`config.mk`:
```
export PLATFORM = sky130hd
export DESIGN_NAME = tomh_top
export DESIGN_NICKNAME = d
export VERILOG_FILES = /design/src/rtl/tomh_pkg.sv /design/src/rtl/tomh_reg_if.sv /design/src/rtl/tomh_axil_slv.sv /design/src/rtl/tomh_top.sv
export VERILOG_INCLUDE_DIRS = /design/src /design/src/rtl
export SDC_FILE = /design/constraint.sdc
export NUM_CORES = 1
export LEC_CHECK = 0
export ABC_AREA = 1
export CORE_AREA = 2 2 140 142
export CTS_CLUSTER_SIZE = 8
export DETAILED_ROUTE_END_ITERATION = 16
export DIE_AREA = 0 0 142 144
export DONT_BUFFER_PORTS = 1
export PLACE_DENSITY = 0.7
export SYNTH_ARGS = -nofsm -noshare
export SYNTH_HDL_FRONTEND = slang
export SYNTH_SLANG_ARGS = --single-unit
```
`constraint.sdc`:
```
create_clock -name clk_sys -period 1.9 [get_ports clk_sys]
set_clock_uncertainty 0.05 [all_clocks]
set_input_delay 0.38 -clock clk_sys [delete_from_list [all_inputs] [get_ports clk_sys]]
set_output_delay 0.38 -clock clk_sys [all_outputs]
set_load 0.01 [all_outputs]
```
`src/rtl/tomh_params.svh`:
```
// Constants of the operating message handler: offsets, fields, resets, timing
`ifndef TOMH_PARAMS_SVH
`define TOMH_PARAMS_SVH

// ***************************************
// Message type codes
// ***************************************
`define TOMH_TYPE_OP   8'h03
`define TOMH_TYPE_NAV  8'h04

// ***************************************
// Operating message payload fields
// ***************************************
`define TOMH_F_MODE    1:0
`define TOMH_F_ES      2
`define TOMH_F_PUS     3
`define TOMH_F_IDENT   4
`define TOMH_F_EMG     7:5
`define TOMH_F_SQK     19:8
`define TOMH_F_SQKV    20
`define TOMH_F_VRV     21
`define TOMH_F_VR      31:22
`define TOMH_F_NAVVR   9:0

// ***************************************
// Mode and emergency codes
// ***************************************
`define TOMH_MODE_OFF  2'h0
`define TOMH_MODE_STBY 2'h1
`define TOMH_MODE_ON   2'h2
`define TOMH_MODE_ALT  2'h3
`define TOMH_EMG_NONE  3'h0

// ***************************************
// Register offsets and interrupt bits
// ***************************************
`define TOMH_OFS_CTRL  8'h00
`define TOMH_OFS_STAT  8'h04
`define TOMH_OFS_ISTAT 8'h08
`define TOMH_OFS_ICLR  8'h0c
`define TOMH_OFS_IEN   8'h10
`define TOMH_OFS_VRATE 8'h14
`define TOMH_IRQ_OP    0
`define TOMH_IRQ_NAV   1
`define TOMH_IRQ_OTH   2
`define TOMH_IRQ_IDEND 3
`define TOMH_IRQ_STORE 4
`define TOMH_IRQ_W     5

// ***************************************
// Reset values
// ***************************************
`define TOMH_RST_OP    32'h0000_0000
`define TOMH_RST_CTRL  1'h0
`define TOMH_SQK_DFLT  12'h200

// ***************************************
// Timing
// ***************************************
`define TOMH_CLK_HZ    250000000
`define TOMH_IDENT_S   18
`define TOMH_IDENT_CYC (64'(`TOMH_IDENT_S) * 64'(`TOMH_CLK_HZ))

`endif

```
`src/rtl/tomh_pkg.sv`:
```
// Types of the operating message handler
package tomh_pkg;
   typedef logic [1:0]  tomh_mode_t;
   typedef logic [2:0]  tomh_emg_t;
   typedef logic [11:0] tomh_sqk_t;
   typedef logic [9:0]  tomh_vr_t;
   typedef enum {TOMH_RD_IDLE, TOMH_RD_RESP} tomh_rd_st_t;
endpackage

```
`src/rtl/tomh_reg_if.sv`:
```
// Register access carrier between the bus slave and the handler core
`timescale 1ns/1ns
`default_nettype none
interface tomh_reg_if;
   logic        wr_en;
   logic [7:0]  wr_addr;
   logic [31:0] wr_data;
   logic        wr_b0;
   logic        wr_err;
   logic        rd_en;
   logic [7:0]  rd_addr;
   logic [31:0] rd_data;
   logic        rd_err;
   modport bus  (output wr_en, wr_addr, wr_data, wr_b0, rd_en, rd_addr,
                 input  wr_err, rd_data, rd_err);
   modport regs (input  wr_en, wr_addr, wr_data, wr_b0, rd_en, rd_addr,
                 output wr_err, rd_data, rd_err);
endinterface
`default_nettype wire

```
`src/rtl/tomh_axil_slv.sv`:
```
// AXI4-Lite slave front end of the operating message handler
`timescale 1ns/1ns
`default_nettype none
module tomh_axil_slv
   import tomh_pkg::*;
(
   input  wire logic        clk_sys,
   input  wire logic        srst,
   input  wire logic        ce,
   input  wire logic [7:0]  awaddr,
   input  wire logic        awvalid,
   output logic             awready,
   input  wire logic [31:0] wdata,
   input  wire logic [3:0]  wstrb,
   input  wire logic        wvalid,
   output logic             wready,
   output logic [1:0]       bresp,
   output logic             bvalid,
   input  wire logic        bready,
   input  wire logic [7:0]  araddr,
   input  wire logic        arvalid,
   output logic             arready,
   output logic [31:0]      rdata,
   output logic [1:0]       rresp,
   output logic             rvalid,
   input  wire logic        rready,
   tomh_reg_if.bus          rif
);
   logic        aw_full_q;
   logic        w_full_q;
   logic [7:0]  aw_addr_q;
   logic [31:0] w_data_q;
   logic        w_b0_q;
   tomh_rd_st_t rd_st_q;

   // ***************************************
   // Write path: address and data in either order
   // ***************************************
   assign awready     = ce & ~aw_full_q & ~bvalid;
   assign wready      = ce & ~w_full_q & ~bvalid;
   assign rif.wr_en   = ce & aw_full_q & w_full_q & ~bvalid;
   assign rif.wr_addr = aw_addr_q;
   assign rif.wr_data = w_data_q;
   assign rif.wr_b0   = w_b0_q;

   always_ff @(posedge clk_sys) begin
      if (srst) begin
         aw_full_q <= 1'b0;
         w_full_q  <= 1'b0;
         aw_addr_q <= 8'h00;
         w_data_q  <= 32'h0000_0000;
         w_b0_q    <= 1'b0;
         bvalid    <= 1'b0;
         bresp     <= 2'h0;
      end else if (ce) begin
         if (awvalid && awready) begin
            aw_full_q <= 1'b1;
            aw_addr_q <= awaddr;
         end
         if (wvalid && wready) begin
            w_full_q <= 1'b1;
            w_data_q <= wdata;
            w_b0_q   <= wstrb[0];
         end
         if (rif.wr_en) begin
            aw_full_q <= 1'b0;
            w_full_q  <= 1'b0;
            bvalid    <= 1'b1;
            bresp     <= rif.wr_err ? 2'h2 : 2'h0;
         end else if (bvalid && bready) begin
            bvalid <= 1'b0;
         end
      end
   end

   // ***************************************
   // Read path: one cycle to data
   // ***************************************
   assign arready     = ce & (rd_st_q == TOMH_RD_IDLE);
   assign rif.rd_en   = arvalid & arready;
   assign rif.rd_addr = araddr;
   assign rvalid      = (rd_st_q == TOMH_RD_RESP);

   always_ff @(posedge clk_sys) begin
      if (srst) begin
         rd_st_q <= TOMH_RD_IDLE;
         rdata   <= 32'h0000_0000;
         rresp   <= 2'h0;
      end else if (ce) begin
         case (rd_st_q)
            TOMH_RD_IDLE: begin
               if (rif.rd_en) begin
                  rdata   <= rif.rd_data;
                  rresp   <= rif.rd_err ? 2'h2 : 2'h0;
                  rd_st_q <= TOMH_RD_RESP;
               end
            end
            TOMH_RD_RESP: begin
               if (rready) begin
                  rd_st_q <= TOMH_RD_IDLE;
               end
            end
            default: begin
               rd_st_q <= TOMH_RD_IDLE;
            end
         endcase
      end
   end
endmodule
`default_nettype wire

```
`src/rtl/tomh_top.sv`:
```
// Operating message handler core with register file and interrupt
`include "tomh_params.svh"
`timescale 1ns/1ns
`default_nettype none
// Summary of operation
// - Every received message is answered with an acknowledgement.
// - Off mode stops transmit and receive and enters low power.
// - Standby stops all transmit but keeps traffic reception.
// - Receiver self-test failures are not annunciated in standby.
// - On mode transponds but never reports pressure altitude.
// - Altitude mode is fully active, reporting altitude when available.
// - Extended-squitter flag set enables DF17 squitters.
// - Flag clear stops DF17; DF11 and targeted reception continue.
// - Store bit saves settings; power-up restores the latest stored ones.
// - Ident runs 18 seconds and restarts on each new request.
// - Emergency field selects none or one of seven emergency conditions.
// - Discrete low: valid message squawk, else code 1000.
// - Discrete high: valid civil squawk, else code 1000.
// - Message vertical rate when supplied, else navigation vertical rate.
module tomh_top
   import tomh_pkg::*;
#(
   parameter logic [32:0] IDENT_CYC = 33'(`TOMH_IDENT_CYC)
)(
   input  wire logic        clk_sys,
   input  wire logic        srst,
   input  wire logic        ce,
   input  wire logic        msg_valid,
   output logic             msg_ready,
   input  wire logic [7:0]  msg_type,
   input  wire logic [31:0] msg_data,
   output logic             ack_valid,
   output logic [7:0]       ack_type,
   input  wire logic [31:0] nvm_rdata,
   input  wire logic        nvm_rvalid,
   output logic             nvm_wr,
   output logic [31:0]      nvm_wdata,
   input  wire logic        usr_sqk_en,
   input  wire logic [11:0] civ_sqk,
   input  wire logic        civ_sqk_valid,
   input  wire logic        tgt_req_seen,
   input  wire logic        alt_avail,
   input  wire logic        rx_selftest_fail,
   output logic             tx_en,
   output logic             rx_en,
   output logic             adsb_in_en,
   output logic             low_power,
   output logic             alt_rpt_en,
   output logic             df17_en,
   output logic             df11_en,
   output logic             selftest_annunc,
   output logic             ident_active,
   output tomh_emg_t        emergency,
   output tomh_sqk_t        squawk,
   output tomh_vr_t         vrate,
   output logic             irq,
   input  wire logic [7:0]  awaddr,
   input  wire logic        awvalid,
   output logic             awready,
   input  wire logic [31:0] wdata,
   input  wire logic [3:0]  wstrb,
   input  wire logic        wvalid,
   output logic             wready,
   output logic [1:0]       bresp,
   output logic             bvalid,
   input  wire logic        bready,
   input  wire logic [7:0]  araddr,
   input  wire logic        arvalid,
   output logic             arready,
   output logic [31:0]      rdata,
   output logic [1:0]       rresp,
   output logic             rvalid,
   input  wire logic        rready
);
   if (IDENT_CYC == 33'h0) begin : g_chk
      $error("IDENT_CYC must be at least one cycle");
   end

   tomh_reg_if rif ();

   logic [31:0]          op_q;
   tomh_vr_t             nav_vr_q;
   logic                 boot_done_q;
   logic                 ctrl_off_q;
   logic [32:0]          ident_cnt_q;
   logic [`TOMH_IRQ_W-1:0] istat_q;
   logic [`TOMH_IRQ_W-1:0] ien_q;
   logic [`TOMH_IRQ_W-1:0] ev;
   logic                 take;
   logic                 take_op;
   logic                 take_nav;
   tomh_mode_t           mode;

   // ***************************************
   // Squawk selection
   // ***************************************
   function automatic tomh_sqk_t sel_sqk(input logic usr, input logic op_v,
                                         input tomh_sqk_t op_s, input logic cv,
                                         input tomh_sqk_t cs);
      tomh_sqk_t r;
      r = `TOMH_SQK_DFLT;
      if (usr) begin
         if (cv) r = cs;
      end else if (op_v) begin
         r = op_s;
      end
      return r;
   endfunction

   // ***************************************
   // Message intake and acknowledgement
   // ***************************************
   // One message per enabled cycle; decoding never stalls the host
   assign msg_ready = ce & ~srst;
   assign take      = msg_valid & msg_ready;
   assign take_op   = take & (msg_type == `TOMH_TYPE_OP);
   assign take_nav  = take & (msg_type == `TOMH_TYPE_NAV);

   always_ff @(posedge clk_sys) begin
      if (srst) begin
         ack_valid <= 1'b0;
         ack_type  <= 8'h00;
      end else if (ce) begin
         ack_valid <= take;
         if (take) ack_type <= msg_type;
      end
   end

   // ***************************************
   // Settings store and power-up restore
   // ***************************************
   always_ff @(posedge clk_sys) begin
      if (srst) begin
         op_q        <= `TOMH_RST_OP;
         nav_vr_q    <= 10'h000;
         boot_done_q <= 1'b0;
         nvm_wr      <= 1'b0;
         nvm_wdata   <= 32'h0000_0000;
      end else if (ce) begin
         nvm_wr <= take_op & msg_data[`TOMH_F_PUS];
         if (take_op) begin
            op_q        <= msg_data;
            boot_done_q <= 1'b1;
            if (msg_data[`TOMH_F_PUS]) nvm_wdata <= msg_data;
         end else if (nvm_rvalid && !boot_done_q) begin
            // A live message always beats a late restore
            op_q        <= nvm_rdata;
            boot_done_q <= 1'b1;
         end
         if (take_nav) nav_vr_q <= msg_data[`TOMH_F_NAVVR];
      end
   end

   // ***************************************
   // Ident interval
   // ***************************************
   always_ff @(posedge clk_sys) begin
      if (srst) begin
         ident_cnt_q <= 33'h0;
      end else if (ce) begin
         if (take_op && msg_data[`TOMH_F_IDENT]) begin
            ident_cnt_q <= IDENT_CYC;
         end else if (ident_cnt_q != 33'h0) begin
            ident_cnt_q <= ident_cnt_q - 33'h1;
         end
      end
   end

   // ***************************************
   // Mode decode to registered controls
   // ***************************************
   assign mode = ctrl_off_q ? `TOMH_MODE_OFF : op_q[`TOMH_F_MODE];

   always_ff @(posedge clk_sys) begin
      if (srst) begin
         tx_en           <= 1'b0;
         rx_en           <= 1'b0;
         adsb_in_en      <= 1'b0;
         low_power       <= 1'b1;
         alt_rpt_en      <= 1'b0;
         df17_en         <= 1'b0;
         df11_en         <= 1'b0;
         selftest_annunc <= 1'b0;
         ident_active    <= 1'b0;
         emergency       <= `TOMH_EMG_NONE;
         squawk          <= `TOMH_SQK_DFLT;
         vrate           <= 10'h000;
      end else if (ce) begin
         tx_en      <= (mode == `TOMH_MODE_ON) || (mode == `TOMH_MODE_ALT);
         rx_en      <= (mode != `TOMH_MODE_OFF);
         adsb_in_en <= (mode != `TOMH_MODE_OFF) && tgt_req_seen;
         low_power  <= (mode == `TOMH_MODE_OFF);
         alt_rpt_en <= (mode == `TOMH_MODE_ALT) && alt_avail;
         df17_en    <= (mode[1] == 1'b1) && op_q[`TOMH_F_ES];
         df11_en    <= (mode[1] == 1'b1);
         selftest_annunc <= rx_selftest_fail && (mode != `TOMH_MODE_STBY)
                            && (mode != `TOMH_MODE_OFF);
         ident_active <= (ident_cnt_q != 33'h0);
         emergency    <= op_q[`TOMH_F_EMG];
         squawk <= sel_sqk(usr_sqk_en, op_q[`TOMH_F_SQKV], op_q[`TOMH_F_SQK],
                           civ_sqk_valid, civ_sqk);
         vrate  <= op_q[`TOMH_F_VRV] ? op_q[`TOMH_F_VR] : nav_vr_q;
      end
   end

   // ***************************************
   // Interrupt status, enable and clear
   // ***************************************
   assign ev[`TOMH_IRQ_OP]    = take_op;
   assign ev[`TOMH_IRQ_NAV]   = take_nav;
   assign ev[`TOMH_IRQ_OTH]   = take & ~take_op & ~take_nav;
   assign ev[`TOMH_IRQ_IDEND] = ce & (ident_cnt_q == 33'h1) & ~take_op;
   assign ev[`TOMH_IRQ_STORE] = take_op & msg_data[`TOMH_F_PUS];

   always_ff @(posedge clk_sys) begin
      if (srst) begin
         istat_q <= '0;
      end else if (ce) begin
         // A new event wins over a clear in the same cycle
         if (rif.wr_en && rif.wr_b0 && rif.wr_addr == `TOMH_OFS_ICLR) begin
            istat_q <= (istat_q & ~rif.wr_data[`TOMH_IRQ_W-1:0]) | ev;
         end else begin
            istat_q <= istat_q | ev;
         end
      end
   end

   assign irq = |(istat_q & ien_q);

   // ***************************************
   // Register file
   // ***************************************
   always_ff @(posedge clk_sys) begin
      if (srst) begin
         ctrl_off_q <= `TOMH_RST_CTRL;
         ien_q      <= '0;
      end else if (ce && rif.wr_en && rif.wr_b0) begin
         if (rif.wr_addr == `TOMH_OFS_CTRL) ctrl_off_q <= rif.wr_data[0];
         if (rif.wr_addr == `TOMH_OFS_IEN) ien_q <= rif.wr_data[`TOMH_IRQ_W-1:0];
      end
   end

   always_comb begin
      rif.wr_err = !(rif.wr_addr == `TOMH_OFS_CTRL || rif.wr_addr == `TOMH_OFS_ICLR
                     || rif.wr_addr == `TOMH_OFS_IEN);
      rif.rd_err = 1'b0;
      case (rif.rd_addr)
         `TOMH_OFS_CTRL:  rif.rd_data = {31'h0, ctrl_off_q};
         `TOMH_OFS_STAT:  rif.rd_data = {13'h0, squawk, emergency, ident_active,
                                         op_q[`TOMH_F_ES], mode};
         `TOMH_OFS_ISTAT: rif.rd_data = {27'h0, istat_q};
         `TOMH_OFS_ICLR:  rif.rd_data = 32'h0000_0000;
         `TOMH_OFS_IEN:   rif.rd_data = {27'h0, ien_q};
         `TOMH_OFS_VRATE: rif.rd_data = {22'h0, vrate};
         default: begin
            rif.rd_data = 32'h0000_0000;
            rif.rd_err  = 1'b1;
         end
      endcase
   end

   tomh_axil_slv u_slv (
      .clk_sys (clk_sys),
      .srst    (srst),
      .ce      (ce),
      .awaddr  (awaddr),
      .awvalid (awvalid),
      .awready (awready),
      .wdata   (wdata),
      .wstrb   (wstrb),
      .wvalid  (wvalid),
      .wready  (wready),
      .bresp   (bresp),
      .bvalid  (bvalid),
      .bready  (bready),
      .araddr  (araddr),
      .arvalid (arvalid),
      .arready (arready),
      .rdata   (rdata),
      .rresp   (rresp),
      .rvalid  (rvalid),
      .rready  (rready),
      .rif     (rif)
   );
endmodule
`default_nettype wire

```
==> results.tsv <==
metric	value	unit
Clock Latency Late Sink	0.43	ns
Total Routing Usage GR	25.62	%
diode count	0	
RePlAce Congestion	0.8988	
mux cell area share after synthesis	0	%
gr ovfl total	0	
final core occ	54.25	%
clock root buffer	clkbuf_16	
Syn Area/Cell	7.105	sq um
vias	8439	
share of cells above drive strength 1	12.71	%
most frequent CP cell	nand2_1	
final setup fails	0	
CP max FO	30	
Post-layout nets	1462	
area of the core	19080	sq um
dpl hpwl	18300	um
EDFF count, synth	0	
initial antenna violation count	0	
final setup TNS	0	ns
IO Port Bufs	0	
Mapped Area	9265	sq um
largest family of logic cells by synthesized area	simple AND/OR/NAND/NOR gates	
FFs w/ async S/R, synth	0	%
drt pass-1 iters	5	
largest net degree at the start of global routing	107	
clock buffer depth	2	
Setup crit start kind	flip-flop	
Yosys cell types	43	
Yosys top cell area share	43.00	%
Worst EP arrival	2.09	ns
ANT nets after route	0	
synthesized netlist cell count	1304	
pwr dens	1405	nW/um^2
post-detailed-routing wire length	26270	um
top cells by area, synth	dfxtp_1 43%, a21oi_1 9.9%, nand2_1 8.6%	
Post-synth top cells	213 x nand2_1, 207 x nor2_1, 199 x dfxtp_1	
htree depth	4	
fmax	0.5673	GHz
worst hold path type	input pin to flip-flop	
Vias/cell	5.410	
Crit path largest cell delay	0.57	ns
WL per Instance	16.84	um
worst path required time	2.23	ns
number of DRC markers in iteration 0	667	
P_leak	0.004133	uW
RSZ-0062 raised after global routing	no	
final-report max-slew violation count	0	
sequential area share after synthesis	43.00	%
Residual DRC	0	
# clock sinks	199	
area leader, netlist	dfxtp_1	
Crit-path slowest cell	dlygate4sd3_1	
endpoints failing hold	0	
post-layout min period	1.763	ns
Reg clk slew, reported paths	0.08	ns
top_reg_cell synth	dfxtp_1	
CTS tree	yes	
Die Area	20450	sq um
first-pass GRT wire length	41020	um
Synth Area in XOR/XNOR	1.040	%
number of I/O pins	270	
CP Cell Sequence	nor2_1, nand2_1, inv_1, buf_6, nand2_1, a21oi_1, dlygate4sd3_1	
final instance area	10350	sq um
Crit. End Element	flip-flop	
compound-cell area share of the yosys netlist	20.97	%
Simple-Gate Fraction of Synth Area	25.67	%
die height	144	um
die width	142	um
status	finished clean	
Area after DPL	9529	sq um
Num CTS Buffers	17	
adder-cell share of the synthesized area	0.2701	%
# rows	51	
Yosys reg bits	199	
CP Class	flip-flop to flip-flop	
Max-Cap Viols	0	
fillcell total	1809	
final worst path period share	92.77	%
Layout area overhead	11.72	%
Setup Fix Bufs, Post-CTS	0	
count leader, synth	nand2_1	
Ys Warns	0	
initial core utilization	48.56	%
vias in the first global route	7642	
worst vdd ir	0.8162	mV
-- worst max-delay path, delay by kind of cell (launching register included) --
kind / cells / cell delay (ns)
buf+inv: 3 / 0.85
flops: 1 / 0.35
simple gates: 3 / 0.31
compound gates: 1 / 0.14
-- where the power goes --
group | switching (uW) | leakage [uW] | internal, uW
Combinational | 3620 | 0.00222 | 2200
Sequential | 440 | 0.00162 | 4570
Clock | 1700 | 0.000287 | 2020
-- metrics by stage --
stage          hold WS [ns]  std cells  power, uW  worst slack, ns
2_1_floorplan        0.3794       1318       9488           0.1253
3_3_place_gp         0.3921       1512      10610         -0.01270
3_5_place_dp         0.3950       1512      10700         -0.06458
4_1_cts           0.0007396       1560      14450          0.01915
5_1_grt             0.01406       1560      15520         0.002003
6_report            0.01363       1560      14540           0.1373
-- final timing paths --
kind,slack (ns),depth (start not counted),end,start
setup / recovery,0.14,7,u_slv.rdata[6]$_SDFFE_PP0P_,u_slv.rd_st_q[0]$_SDFFE_PP0P_
hold / removal,0.01,2,ack_type[6]$_SDFFE_PP0P_,msg_type[6]
setup reg to reg,0.14,7,u_slv.rdata[6]$_SDFFE_PP0P_,u_slv.rd_st_q[0]$_SDFFE_PP0P_
hold reg to reg,0.41,2,op_q[19]$_SDFFE_PP0P_,op_q[19]$_SDFFE_PP0P_
-- cell families after synthesis --
kind of cell / after synthesis
AO/OA/AOI/OAI: 364
XOR/XNOR: 11
adder cells (fa/ha/maj): 2
buffers and inverters: 183
flip-flops: 199
other: 1
AND/OR/NAND/NOR: 544
-- sequential cells by signal (all words and copies together) (netlist names), 10 cells and up --
register,flops
squawk,12
nvm_wdata,32
vrate,10
ident_cnt_q,33
u_slv.rdata,19
op_q,30
nav_vr_q,10
-- layout make-up --
cell class                      instances  area (sq um)  area share (%)
Clock inverter                         13         161.4           1.559
Tap cell                              238         297.8           2.877
Timing Repair Buffer                   58         559.3           5.403
Sequential cell                       199          3984           38.49
Multi-Input combinational cell        936          4542           43.88
Inverter                               97         364.1           3.517
Clock buffer                           19         442.9           4.279
-- cells in the final DEF (no fill, tap or decap), types with 3 or more instances in the layout --
cell / count
nand2_2: 25
nand3_1: 45
nor3_1: 4
dfxtp_1: 199
a21oi_1: 182
clkinvlp_4: 3
inv_1: 89
o21ai_0: 145
nor2_1: 201
or2_2: 4
a21oi_2: 28
inv_2: 8
nand2_1: 213
buf_12: 5
conb_1: 15
nand4_1: 17
buf_4: 36
dlygate4sd3_1: 15
nand2_4: 3
xor2_1: 10
nor2_4: 5
clkbuf_16: 17
nor2_2: 13
-- routing by layer --
metal  GRT usage, %  wire length, um  vias to the layer above
met5              0                0                        -
met4          8.474              493                        0
met3          6.623             2199                       36
met2          40.25            11930                      323
met1          34.46            11640                     3842
li1               -                -                     4238
-- what timing repair did --
item / in CTS / in global routing
setup endpoints to repair: 8 / 37
hold endpoints to repair: 69 / 0
gates cloned: 0 / 0
hold buffers: 16 / 0
gates resized for setup: 1 / 12
(Power assumes the default switching activity.)
